--- src/verilog/mci_pkg.sv ---
// constants and types for the monitor-mode command and i/o controller
package mci_pkg;
    typedef enum logic [2:0] {
        CMD_CURRENT_OFF,
        CMD_CURRENT_ON,
        CMD_INPUT_MON,
        CMD_PARAM_INIT,
        CMD_OUT_ALL,
        CMD_OUT_ONE,
        CMD_RUN
    } cmd_t;
    typedef enum logic {
        MODE_MONITOR,
        MODE_SEQUENCE
    } mode_t;
    localparam int          GEN_W          = 8;
    localparam int          REPORT_W       = 14;
    // report bit positions, leftmost (msb) first
    localparam int          RPT_ESTOP      = 13;
    localparam int          RPT_START      = 12;
    localparam int          RPT_HOME       = 11;
    localparam int          RPT_AUX        = 10;
    localparam int          RPT_POS_LIMIT  = 9;
    localparam int          RPT_NEG_LIMIT  = 8;
    localparam logic [7:0]  PORT_IDX_MAX   = 8'h07;
    localparam logic [7:0]  PORT_VAL_MAX   = 8'h01;
    localparam logic [7:0]  STARTUP_PROG   = 8'h00;
    localparam logic [7:0]  OUT_RESET      = 8'h00;
    localparam logic        MOTOR_RESET    = 1'b0;
endpackage
--- src/verilog/mci_monitor_io_control.sv ---
// monitor-mode command handler for motor current, general i/o and run
`timescale 1ns/100ps
module mci_monitor_io_control (
    input  wire logic                         clk,
    input  wire logic                         rst,
    input  wire logic                         cmdValid,
    input  wire logic [2:0]                   cmdCode,
    input  wire logic [7:0]                   cmdIndex,
    input  wire logic [7:0]                   cmdOperand,
    input  wire logic                         seqDone,
    input  wire logic                         funcAssignSet,
    input  wire logic                         alarmClear,
    input  wire logic                         eStopIn,
    input  wire logic                         startIn,
    input  wire logic                         home_aux_input_a_input,
    input  wire logic                         aux_input_a,
    input  wire logic                         positive_limit_input,
    input  wire logic                         negative_limit_input,
    input  wire logic [mci_pkg::GEN_W-1:0]    general_inputs,
    output logic                              cmdAck,
    output logic                              cmdReject,
    output logic                              reportValid,
    output logic [mci_pkg::REPORT_W-1:0]      inputReport,
    output logic                              motorCurrentOn,
    output logic [mci_pkg::GEN_W-1:0]         general_outputs,
    output logic                              funcAssignActive,
    output logic                              paramInit,
    output logic                              varClear,
    output logic                              runStart,
    output logic [7:0]                        runProgId,
    output logic                              seqMode,
    output logic                              alarm
);

    function automatic logic isPortCmd(input logic [2:0] code);
        isPortCmd = (code == 3'(mci_pkg::CMD_INPUT_MON)) ||
                    (code == 3'(mci_pkg::CMD_OUT_ALL)) ||
                    (code == 3'(mci_pkg::CMD_OUT_ONE));
    endfunction

    logic [mci_pkg::REPORT_W-1:0] pinRaw;
    logic [mci_pkg::REPORT_W-1:0] pinSync1_q;
    logic [mci_pkg::REPORT_W-1:0] pinSync2_q;
    logic                         startPrev_q;
    mci_pkg::mode_t               mode_q;
    mci_pkg::mode_t               mode_d;
    logic                         ack_q;
    logic                         ack_d;
    logic                         reject_q;
    logic                         reject_d;
    logic                         rptValid_q;
    logic                         rptValid_d;
    logic [mci_pkg::REPORT_W-1:0] report_q;
    logic [mci_pkg::REPORT_W-1:0] report_d;
    logic                         motor_q;
    logic                         motor_d;
    logic [mci_pkg::GEN_W-1:0]    outs_q;
    logic [mci_pkg::GEN_W-1:0]    outs_d;
    logic                         assign_q;
    logic                         assign_d;
    logic                         param_q;
    logic                         param_d;
    logic                         varClr_q;
    logic                         varClr_d;
    logic                         run_q;
    logic                         run_d;
    logic [7:0]                   progId_q;
    logic [7:0]                   progId_d;
    logic                         alarm_q;
    logic                         alarm_d;
    logic                         monitorMode;
    logic                         startEdge;
    logic                         alarmCause;
    logic                         cmdTake;
    logic                         cmdGood;

    // report order, msb first
    // report order
    assign pinRaw = {eStopIn, startIn, home_aux_input_a_input, aux_input_a,
                     positive_limit_input, negative_limit_input,
                     general_inputs[0], general_inputs[1],
                     general_inputs[2], general_inputs[3],
                     general_inputs[4], general_inputs[5],
                     general_inputs[6], general_inputs[7]};

    // pins are asynchronous, so two flops before any use
    always_ff @(posedge clk) begin
        if (rst) begin
            pinSync1_q  <= '0;
            pinSync2_q  <= '0;
            startPrev_q <= 1'b0;
        end else begin
            pinSync1_q  <= pinRaw;
            pinSync2_q  <= pinSync1_q;
            startPrev_q <= pinSync2_q[mci_pkg::RPT_START];
        end
    end

    assign monitorMode = (mode_q == mci_pkg::MODE_MONITOR);
    assign startEdge   = pinSync2_q[mci_pkg::RPT_START] && !startPrev_q;
    assign alarmCause  = pinSync2_q[mci_pkg::RPT_ESTOP] ||
                         pinSync2_q[mci_pkg::RPT_POS_LIMIT] ||
                         pinSync2_q[mci_pkg::RPT_NEG_LIMIT];
    assign cmdTake     = cmdValid && monitorMode;

    always_comb begin
        mode_d     = mode_q;
        ack_d      = 1'b0;
        reject_d   = 1'b0;
        rptValid_d = 1'b0;
        report_d   = report_q;
        motor_d    = motor_q;
        outs_d     = outs_q;
        assign_d   = assign_q;
        param_d    = 1'b0;
        varClr_d   = 1'b0;
        run_d      = 1'b0;
        progId_d   = progId_q;
        cmdGood    = 1'b0;
        if (cmdTake) begin
            unique case (mci_pkg::cmd_t'(cmdCode))
                mci_pkg::CMD_CURRENT_OFF: begin
                    motor_d = 1'b0;
                    cmdGood = 1'b1;
                end
                mci_pkg::CMD_CURRENT_ON: begin
                    motor_d = 1'b1;
                    cmdGood = 1'b1;
                end
                mci_pkg::CMD_INPUT_MON: begin
                    rptValid_d = 1'b1;
                    report_d   = pinSync2_q;
                    cmdGood    = 1'b1;
                end
                mci_pkg::CMD_PARAM_INIT: begin
                    param_d = 1'b1;
                    cmdGood = 1'b1;
                end
                mci_pkg::CMD_OUT_ALL: begin
                    outs_d  = cmdOperand;
                    cmdGood = 1'b1;
                end
                mci_pkg::CMD_OUT_ONE: begin
                    if (cmdIndex <= mci_pkg::PORT_IDX_MAX &&
                        cmdOperand <= mci_pkg::PORT_VAL_MAX) begin
                        outs_d[cmdIndex[2:0]] = cmdOperand[0];
                        cmdGood = 1'b1;
                    end
                end
                mci_pkg::CMD_RUN: begin
                    mode_d   = mci_pkg::MODE_SEQUENCE;
                    run_d    = 1'b1;
                    progId_d = cmdOperand;
                    cmdGood  = 1'b1;
                end
                default: cmdGood = 1'b0;
            endcase
            ack_d    = cmdGood;
            reject_d = !cmdGood;
        end else if (cmdValid) begin
            reject_d = 1'b1;
        end
        if (monitorMode && !cmdValid && startEdge) begin
            mode_d   = mci_pkg::MODE_SEQUENCE;
            run_d    = 1'b1;
            progId_d = mci_pkg::STARTUP_PROG;
        end
        varClr_d = run_d;
        if ((cmdGood && isPortCmd(cmdCode)) || run_d) begin
            assign_d = 1'b0;
        end
        // a new assignment in the same cycle survives the cancel
        if (funcAssignSet) begin
            assign_d = 1'b1;
        end
        if (!monitorMode && seqDone) begin
            mode_d = mci_pkg::MODE_MONITOR;
        end
        // alarm in monitor mode, set beats clear
        alarm_d = alarm_q;
        if (alarmClear) begin
            alarm_d = 1'b0;
        end
        if (monitorMode && alarmCause) begin
            alarm_d = 1'b1;
        end
    end

    always_ff @(posedge clk) begin
        if (rst) begin
            mode_q     <= mci_pkg::MODE_MONITOR;
            ack_q      <= 1'b0;
            reject_q   <= 1'b0;
            rptValid_q <= 1'b0;
            report_q   <= '0;
            motor_q    <= mci_pkg::MOTOR_RESET;
            outs_q     <= mci_pkg::OUT_RESET;
            assign_q   <= 1'b0;
            param_q    <= 1'b0;
            varClr_q   <= 1'b0;
            run_q      <= 1'b0;
            progId_q   <= mci_pkg::STARTUP_PROG;
            alarm_q    <= 1'b0;
        end else begin
            mode_q     <= mode_d;
            ack_q      <= ack_d;
            reject_q   <= reject_d;
            rptValid_q <= rptValid_d;
            report_q   <= report_d;
            motor_q    <= motor_d;
            outs_q     <= outs_d;
            assign_q   <= assign_d;
            param_q    <= param_d;
            varClr_q   <= varClr_d;
            run_q      <= run_d;
            progId_q   <= progId_d;
            alarm_q    <= alarm_d;
        end
    end

    // no inversion on any port path
    assign cmdAck           = ack_q;
    assign cmdReject        = reject_q;
    assign reportValid      = rptValid_q;
    assign inputReport      = report_q;
    assign motorCurrentOn   = motor_q;
    assign general_outputs  = outs_q;
    assign funcAssignActive = assign_q;
    assign paramInit        = param_q;
    assign varClear         = varClr_q;
    assign runStart         = run_q;
    assign runProgId        = progId_q;
    assign seqMode          = logic'(mode_q);
    assign alarm            = alarm_q;
endmodule

--- config.mk ---
export PLATFORM = sky130hd
export DESIGN_NAME = mci_monitor_io_control
export DESIGN_NICKNAME = d
export VERILOG_FILES = /design/src/verilog/mci_pkg.sv /design/src/verilog/mci_monitor_io_control.sv
export SDC_FILE = /design/constraint.sdc
export NUM_CORES = 1
export LEC_CHECK = 0
export BUFFER_PORTS_ARGS = -buffer_cell sky130_fd_sc_hd__buf_2
export CORE_MARGIN = 2
export CORE_UTILIZATION = 25
export CTS_CLUSTER_SIZE = 10
export DETAILED_ROUTE_END_ITERATION = 10
export GPL_TIMING_DRIVEN = 0
export HOLD_SLACK_MARGIN = 0.05
export PLACE_DENSITY = 0.49
export RECOVER_POWER = 50
export SLEW_MARGIN = 20
export SYNTH_ARGS = -nofsm -noshare
export SYNTH_HDL_FRONTEND = slang
export SYNTH_SLANG_ARGS = --single-unit
--- constraint.sdc ---
create_clock -name clk -period 1.6 [get_ports clk]
set_input_delay 0.08 -clock clk [delete_from_list [all_inputs] [get_ports clk]]
set_output_delay 0.08 -clock clk [all_outputs]
set_load 0.01 [all_outputs]
==> flow_metrics.py, run 1 <==
metrics = {
    "sta": {
        "hold_violations": 0,
        "worst_slew_pin_slew_ps": 667,
        "setup_viol": 0,
        "clock_skew_ps": 5.81,
        "fin_crit_ps": 1520,
        "slew_violations": 0,
        "post-route-period-util_pct": 94.9,
        "fin_tns_setup_ps": 0,
        "maxSlewHeadroom_pct": 55.5,
        "fmax_ghz": 0.659,
        "hold_slack_ps": 78.2,
    },
    "synthesis": {
        "synth.avg_cell_area_um2": 9.68,
        "synth-async-reset-ratio_pct": 0,
        "synthDistinctLibCells": 36,
        "synth_edf_count": 0,
        "synthCells": 260,
        "synth_area_mm2": 0.00252,
        "ys_seq_elements": 68,
        "synth_nets": 299,
        "yosysWarningCount": 0,
        "synth_flop_cell": "dfxtp_1",
        "ys_seq_area_share_pct": 54.1,
    },
    "finish": {
        "nFillCells": 1057,
        "antenna_cells": 0,
        "fin_util_pct": 36.3,
        "synthToLayoutAreaGrowth_pct": 40.9,
        "fin_nets": 411,
        "drive_above_1_share_pct": 23.9,
        "final_cells": 510,
    },
    "clock_tree": {
        "cts-root-buf": "clkbuf_8",
        "clkLatencyLatePin_ps": 330,
        "cts_tree": "yes",
        "clkSinkCount": 68,
        "cts_buffers": 9,
        "clockBufferDepth": 2,
        "path_clk_slew_ps": 70,
        "htreeDepth": 3,
    },
    "setup_path": {
        "cp-start-kind": "input port",
        "timing.critical_path.buf_inv": 2,
        "worstSetupPathType": "in2reg",
        "slowest_delay_ps": 590,
        "critPathTopFamily": "simple AND/OR/NAND/NOR gates",
        "crit_required_ps": 1790,
        "crit_cells": 6,
        "end_kind": "register",
        "crit_fanout": 10,
        "reg2regPathDepth": 5,
        "cp_cell_sequence": "buf_2 > or4_1 > o31ai_4 > and2_1 > buf_6 > a211oi_2",
        "crit_slowest_cell": "or4_1",
        "arrival_ps": 1710,
    },
    "drt": {
        "ant_nets": 0,
        "finalWirelength_mm": 6.32,
        "drc": 0,
        "route.vias.total": 2133,
        "vias_per_cell": 4.18,
        "wl_per_cell_um": 12.4,
        "drt_iter0_markers": 66,
        "firstDrtPassIters": 4,
    },
    "floorplanning": {
        "io_pins": 79,
        "die_area_mm2": 0.0109,
        "rows": 36,
        "core_mm2": 0.00977,
        "start_util_pct": 25.7,
        "die_h_um": 104,
        "die_w_um": 104,
    },
    "global_route": {
        "grt_pass1_wl_mm": 10.4,
        "grt_usage_pct": 12.0,
        "grt_max_degree": 15,
        "grt_antenna_before_repair": 0,
        "grt_overflow": 0,
        "grt_pass1_vias": 2160,
    },
    "power_and_ir_drop": {
        "finalPower_mw": 3.80,
        "ir_drop_uv": 501,
        "power.leakage_nw": 1.43,
        "p_per_area_mw_per_mm2": 1070,
    },
    "placed_design": {
        "hpwlAfterDp_mm": 4.49,
        "routabilityCongestion": 0.838,
        "io_buffers": 74,
        "dp_cells": 467,
    },
    "status": {
        "status": "complete, no violations",
    },
    "worst_hold_path": {
        "hold_depth": 2,
        "hp-class": "in2reg",
    },
    "job": {
        "drv_cap": 0,
    },
}
logic make-up (layout without fill, tap and decap cells):
group,after synthesis,in the layout,share of synthesized area (%)
flip-flops,68,68,54.1
AND/OR/NAND/NOR,108,108,23.1
AO/OA/AOI/OAI,51,51,14.8
buffers and inverters,23,140,3.98
multiplexers,10,10,3.98
per-layer routing:
| layer | track usage (%) | wire length (um) | vias up |
|---|---|---|---|
| met4 | 2.03 | 56 | 0 |
| met1 | 15.0 | 3020 | 945 |
| li1 | - | - | 1105 |
| met2 | 19.3 | 2730 | 77 |
| met5 | 0 | 0 | - |
| met3 | 5.39 | 510 | 6 |
cells in the final DEF (no fill, tap or decap), types with 5 or more instances in the layout:
cell type      Yosys  final
dfxtp_1           68     68
buf_2              2     51
clkbuf_1          12     36
nor2b_1           33     33
nand2_1           30     30
dlygate4sd3_1      0     25
a21oi_1           17     17
nor2_1            16     16
mux2i_1           10     10
o21ai_0            9      9
clkbuf_8           0      9
a31oi_1            7      7
a211oi_2           7      7
inv_1              6      6
nand3_1            5      5
flip-flops by register name, indices dropped and copies added, names as in the netlist, 8 cells and up:
| signal | count |
|---|---|
| runProgId | 8 |
| pinSync2_q | 14 |
| pinSync1_q | 14 |
| inputReport | 14 |
| general_outputs | 8 |
where the power goes:
group	leakage, nW	internal [mW]	total [mW]	switching (mW)
registers	0.556	1.75	1.77	0.0225
clock network	0.120	1.04	1.69	0.654
logic	0.756	0.162	0.334	0.173
total	1.43	2.95	3.80	0.849
worst paths after layout:
kind	slack, ps	endpoint	startpoint
hold reg to reg	440	inputReport[11]	pinSync2_q[11]
setup reg to reg	130	general_outputs[6]	seqMode
setup / recovery	80	general_outputs[4]	cmdIndex[3]
hold / removal	80	cmdReject	cmdValid
cell type report:
class / count / area (um2) / share of cell area [%]
timing repair buffer: 102 / 613 / 17.3
tap: 133 / 166 / 4.69
clock buffer: 10 / 128 / 3.60
inverter: 6 / 22.5 / 0.635
multi-input combinational: 169 / 1070 / 30.1
sequential: 68 / 1360 / 38.4
buffer: 16 / 73.8 / 2.08
clock inverter: 6 / 113 / 3.18
cell usage after synthesis (2+ instances only):
master	count	area share, %
a21bo_2	4	1.6
or4_1	2	0.60
nor2_1	16	2.4
o21ai_0	9	1.8
nor2b_1	33	8.2
o31ai_1	2	0.60
nor3_1	4	0.80
nor3b_1	2	0.60
nand2_1	30	4.5
dfxtp_1	68	54
a211oi_2	7	3.5
a31oi_1	7	1.7
and2_1	3	0.75
nand2b_1	2	0.50
inv_1	6	0.90
nand3_1	5	0.99
a21oi_1	17	3.4
buf_2	2	0.40
mux2i_1	10	4.0
clkbuf_1	12	1.8
nand4_1	4	0.99
through the flow:
stage / setup WS (ps) / cell area, um2
3_3_place_gp: -246 / 3050
6_report: 81.7 / 3540
2_1_floorplan: 45.8 / 2520
3_5_place_dp: -262 / 3050
4_1_cts: 19.8 / 3550
5_1_grt: -4.07 / 3540
timing repair:
action	in CTS	in global routing
pin swaps	1	0
resized for setup	0	5
cloned	0	0
hold buffers	25	0
buffers inserted	2	1
setup endpoints to repair	17	22
endpoints found under the hold margin	26	0
(Power assumes the default switching activity.)
==> run 2, diff against run 1 <==
Clock period 1.6 ns to 1.3 ns, I/O delays scaled along.
==> flow_metrics.py, run 2 (synthesis results as in run 1) <==
metrics = {
    "setup_path": {
        "arrival_ps": 1590,
        "worstSetupPathType": "reg2reg",
        "critPathTopFamily": "simple AND/OR/NAND/NOR gates",
        "crit_slowest_cell": "dfxtp_4",
        "crit_required_ps": 1560,
        "slowest_delay_ps": 360,
        "end_kind": "register",
        "reg2regPathDepth": 5,
        "reg2reg_slack_ps": -30,
        "timing.critical_path.buf_inv": 1,
        "crit_fanout": 5,
        "r2r-end": "general_outputs[2]",
        "cp-start-kind": "register",
        "r2r_start": "seqMode",
        "cp_cell_sequence": "nand2b_4 > nor3b_4 > buf_4 > a31oi_1 > a211oi_2",
    },
    "finish": {
        "final_common_cell": "dfxtp_1",
        "antenna_cells": 0,
        "fin_nets": 417,
        "synthToLayoutAreaGrowth_pct": 46.0,
        "drive_above_1_share_pct": 29.6,
        "final_cell_mix": "67 x dfxtp_1, 61 x buf_2, 33 x nor2b_1",
    },
    "power_and_ir_drop": {
        "p_per_area_mw_per_mm2": 1330,
        "finalPower_mw": 4.90,
        "power.leakage_nw": 1.53,
        "ir_drop_uv": 807,
    },
    "worst_hold_path": {
        "hp-class": "in2reg",
        "whs_endpoint": "paramInit",
        "min_from": "cmdCode[1]",
        "hold_depth": 2,
    },
    "clock_tree": {
        "path_clk_slew_ps": 70,
        "htreeDepth": 3,
        "cts-root-buf": "clkbuf_8",
        "cts_tree": "yes",
        "cts_buffers": 9,
        "clockBufferDepth": 2,
        "clkLatencyLatePin_ps": 340,
        "clkSinkCount": 68,
    },
    "sta": {
        "slew_violations": 0,
        "clock_skew_ps": 8.57,
        "fin_tns_setup_ps": -201,
        "fin_crit_ps": 1330,
        "hold_violations": 0,
        "post-route-period-util_pct": 103,
        "timing.final.ws_setup_ps": -32.9,
        "rsz0062_at_grt": "true",
        "worst_slew_pin_slew_ps": 686,
        "maxSlewHeadroom_pct": 54.3,
        "fmax_ghz": 0.750,
        "setup_viol": 7,
    },
    "placed_design": {
        "routabilityCongestion": 0.836,
        "io_buffers": 74,
        "hpwlAfterDp_mm": 4.47,
    },
    "floorplanning": {
        "die_area_mm2": 0.0109,
        "core_mm2": 0.00977,
        "die_h_um": 104,
        "io_pins": 79,
        "rows": 36,
        "start_util_pct": 25.7,
        "die_w_um": 104,
    },
    "status": {
        "status": "finished with violations",
        "violations": "negative setup slack",
    },
    "global_route": {
        "grtUsageMet3_pct": 5.33,
        "grt_pass1_wl_mm": 10.4,
        "busiest_layer": "met2",
        "grt_overflow": 0,
        "use_met1_pct": 15.4,
        "grt_max_degree": 13,
        "grt_usage_pct": 12.1,
        "grt_antenna_before_repair": 0,
        "grt_pass1_vias": 2046,
        "use_met2_pct": 18.8,
    },
    "drt": {
        "ant_nets": 0,
        "route.vias.total": 2155,
        "wl_per_cell_um": 12.6,
        "finalWirelength_mm": 6.50,
        "drt_iter0_markers": 100,
        "firstDrtPassIters": 4,
        "drc": 0,
        "vias_per_cell": 4.18,
    },
    "job": {
        "drv_cap": 0,
    },
}
-- run 2: power by group --
group | switching [mW] | internal [mW] | leakage [nW] | total [mW]
combinational | 0.226 | 0.222 | 0.847 | 0.448
sequential | 0.0252 | 2.15 | 0.557 | 2.18
clock | 0.811 | 1.46 | 0.129 | 2.28
-- run 2: area by class of cell --
cell class                 count  area (um2)
inverter                       6        22.5
tap                          133         166
multi-input combinational    169        1090
buffer                        15        70.1
clock inverter                 6         138
clock buffer                   9         124
timing repair buffer         109         696
sequential                    68        1370
fill                        1020        6100
-- run 2: through the flow --
| stage | hold slack [ps] | setup slack, ps | utilization (%) | instances | instance area [um2] |
|---|---|---|---|---|---|
| after detailed placement | 277 | -547 | 31.3 | 467 | 3060 |
| final | 137 | -32.9 | 37.6 | 515 | 3670 |
| after CTS | 99.1 | -48.8 | 37.6 | 515 | 3680 |
| after global routing | 110 | -115 | 37.6 | 515 | 3670 |
| after floorplan | 193 | -212 | - | 260 | 2520 |
| after global placement | 272 | -531 | 31.3 | 467 | 3060 |
-- run 2: what timing repair did --
item,in CTS,in global routing
hold endpoints to repair,27,0
buffers inserted,8,1
pin swaps,3,6
setup endpoints to repair,29,29
gates resized for setup,10,5
hold buffers,26,0
-- run 2: worst register-to-register path: stages, from the launching register on --
cell	delay, ps
dfxtp_4	360
nand2b_4	150
nor3b_4	300
buf_4	180
a31oi_1	70
a211oi_2	180
-- run 2: worst max-delay path by stage --
stage	start	to	cells past startpoint
3_3_place_gp	cmdOperand[1]	general_outputs[6]	6
2_1_floorplan	cmdOperand[1]	general_outputs[1]	5
3_5_place_dp	cmdOperand[1]	general_outputs[6]	6
6_report	seqMode	general_outputs[2]	5
4_1_cts	seqMode	general_outputs[6]	5
5_1_grt	seqMode	general_outputs[2]	5
-- run 2: layer usage --
layer	share of wire (%)	vias up	wire length [um]
li1	-	1118	-
met3	8.1	6	523
met5	0	-	0
met1	47	953	3060
met2	44	78	2850
met4	0.91	0	59
==> run 3, diff against run 2 <==
Settings changed: PLACE_DENSITY 0.49 to 0.47.
Clock period 1.3 ns to 1.4 ns, I/O delays scaled along.
==> flow_metrics.py, run 3 (synthesis results as in run 1) <==
metrics = {
    "status": {
        "status": "complete, no violations",
    },
    "finish": {
        "final_area_mm2": 0.00356,
        "synthToLayoutAreaGrowth_pct": 41.7,
        "final_cell_mix": "67 x dfxtp_1, 61 x buf_2, 33 x nor2b_1",
        "final_common_cell": "dfxtp_1",
        "fin_nets": 415,
        "antenna_cells": 0,
        "drive_above_1_share_pct": 28.1,
        "final_cells": 514,
    },
    "placed_design": {
        "hpwlAfterDp_mm": 4.56,
        "dp_cells": 467,
        "routabilityCongestion": 0.841,
        "io_buffers": 74,
        "placed_area_mm2": 0.00306,
        "post-place-ws_ps": -450,
    },
    "sta": {
        "hold_violations": 0,
        "fmax_ghz": 0.744,
        "post-route-period-util_pct": 96.1,
        "setup_viol": 0,
        "fin_crit_ps": 1340,
        "clock_skew_ps": 8.56,
        "timing.final.ws_setup_ps": 55.2,
        "hold_slack_ps": 72.1,
        "worst_slew_pin_slew_ps": 694,
        "slew_violations": 0,
        "rsz0062_at_grt": "true",
        "maxSlewHeadroom_pct": 53.7,
    },
    "job": {
        "drv_cap": 0,
    },
    "floorplanning": {
        "start_util_pct": 25.7,
        "io_pins": 79,
        "rows": 36,
        "die_h_um": 104,
        "die_area_mm2": 0.0109,
        "die_w_um": 104,
        "core_mm2": 0.00977,
    },
    "global_route": {
        "grt_pass1_wl_mm": 10.3,
        "grt_max_degree": 13,
        "grt_pass1_vias": 2021,
        "grt_usage_pct": 12.1,
        "grt_overflow": 0,
        "grt_antenna_before_repair": 0,
    },
    "drt": {
        "vias_per_cell": 4.26,
        "wl_per_cell_um": 12.6,
        "drt_iter0_markers": 83,
        "drc": 0,
        "firstDrtPassIters": 4,
        "finalWirelength_mm": 6.49,
        "route.vias.total": 2189,
        "ant_nets": 0,
    },
    "power_and_ir_drop": {
        "power.leakage_nw": 1.46,
        "pwr-share-comb_pct": 10.5,
        "p_per_area_mw_per_mm2": 1090,
        "switching_share_pct": 25.6,
        "pwr-share-clk_pct": 37.5,
        "power_switching_mw": 0.994,
        "seqPwrFrac_pct": 52.0,
        "power.internal_mw": 2.89,
        "ir_drop_uv": 494,
        "finalPower_mw": 3.89,
    },
    "setup_path": {
        "worstSetupPathType": "reg2reg",
        "end_kind": "register",
        "cp-start-kind": "register",
        "arrival_ps": 1530,
        "crit_fanout": 7,
        "crit_required_ps": 1590,
    },
    "clock_tree": {
        "clockBufferDepth": 2,
        "cts_tree": "yes",
        "cts-root-buf": "clkbuf_8",
        "clkLatencyLatePin_ps": 340,
        "clkSinkCount": 68,
        "cts_buffers": 9,
        "htreeDepth": 3,
        "path_clk_slew_ps": 80,
    },
    "worst_hold_path": {
        "hp-class": "in2reg",
    },
}
run 3: cell types whose count changed in the layout (fill, tap and decap cells not counted), sizes merged:
cell,change
clkinvlp,+3
clkinv,-1
inv,+1
buf,-2
clkbuf,+2
bufinv,-4
run 3: final timing paths:
check	slack, ps	from	to	cells past startpoint
worst max-delay path	60	seqMode	general_outputs[5]	5
worst min-delay path	70	cmdValid	cmdAck	3
worst max register to register	60	seqMode	general_outputs[5]	5
worst min register to register	430	pinSync2_q[5]	inputReport[5]	2
run 3: per-stage QoR:
stage	setup TNS [ps]	util (%)
3_5_place_dp	-8090	31.3
6_report	0	36.5
4_1_cts	0	36.5
3_3_place_gp	-7940	31.3
2_1_floorplan	-820	-
5_1_grt	-418	36.5
run 3: worst max-delay path: stages (launching register included):
cell      delay [ps]
dfxtp_4          380
nand2b_4         160
nor3b_4          260
and2_1           170
buf_6            150
a211oi_2          70
run 3: per-layer routing:
layer	track usage, %	vias up	wire length, um
met5	0	-	0
met4	4.92	0	50
met3	4.07	6	495
met2	18.7	86	2910
met1	15.4	982	3040
li1	-	1115	-
run 3: power groups by stage:
stage / Clock (mW) / Combinational [mW] / Sequential (mW)
2_1_floorplan: 0 / 0.182 / 2.07
3_3_place_gp: 0 / 0.333 / 2.07
3_5_place_dp: 0 / 0.336 / 2.07
4_1_cts: 1.53 / 0.407 / 2.02
5_1_grt: 1.60 / 0.448 / 2.03
6_report: 1.46 / 0.407 / 2.02
run 3: cell type report:
cell class | instances | area (um2)
multi-input cells | 169 | 1080
inverters | 6 | 22.5
flip-flops and latches | 68 | 1370
fillers | 1058 | 6210
clock inverters | 5 | 36.3
clock buffers | 11 | 141
repair buffers | 106 | 672
plain buffers | 16 | 78.8
well taps | 133 | 166
run 3: what timing repair did:
action / CTS / global route
setup endpoints to repair: 28 / 18
hold endpoints to repair: 27 / 0
buffers inserted: 5 / 1
pin swaps: 2 / 3
hold buffers: 26 / 0
cloned: 0 / 0
resized for setup: 7 / 5
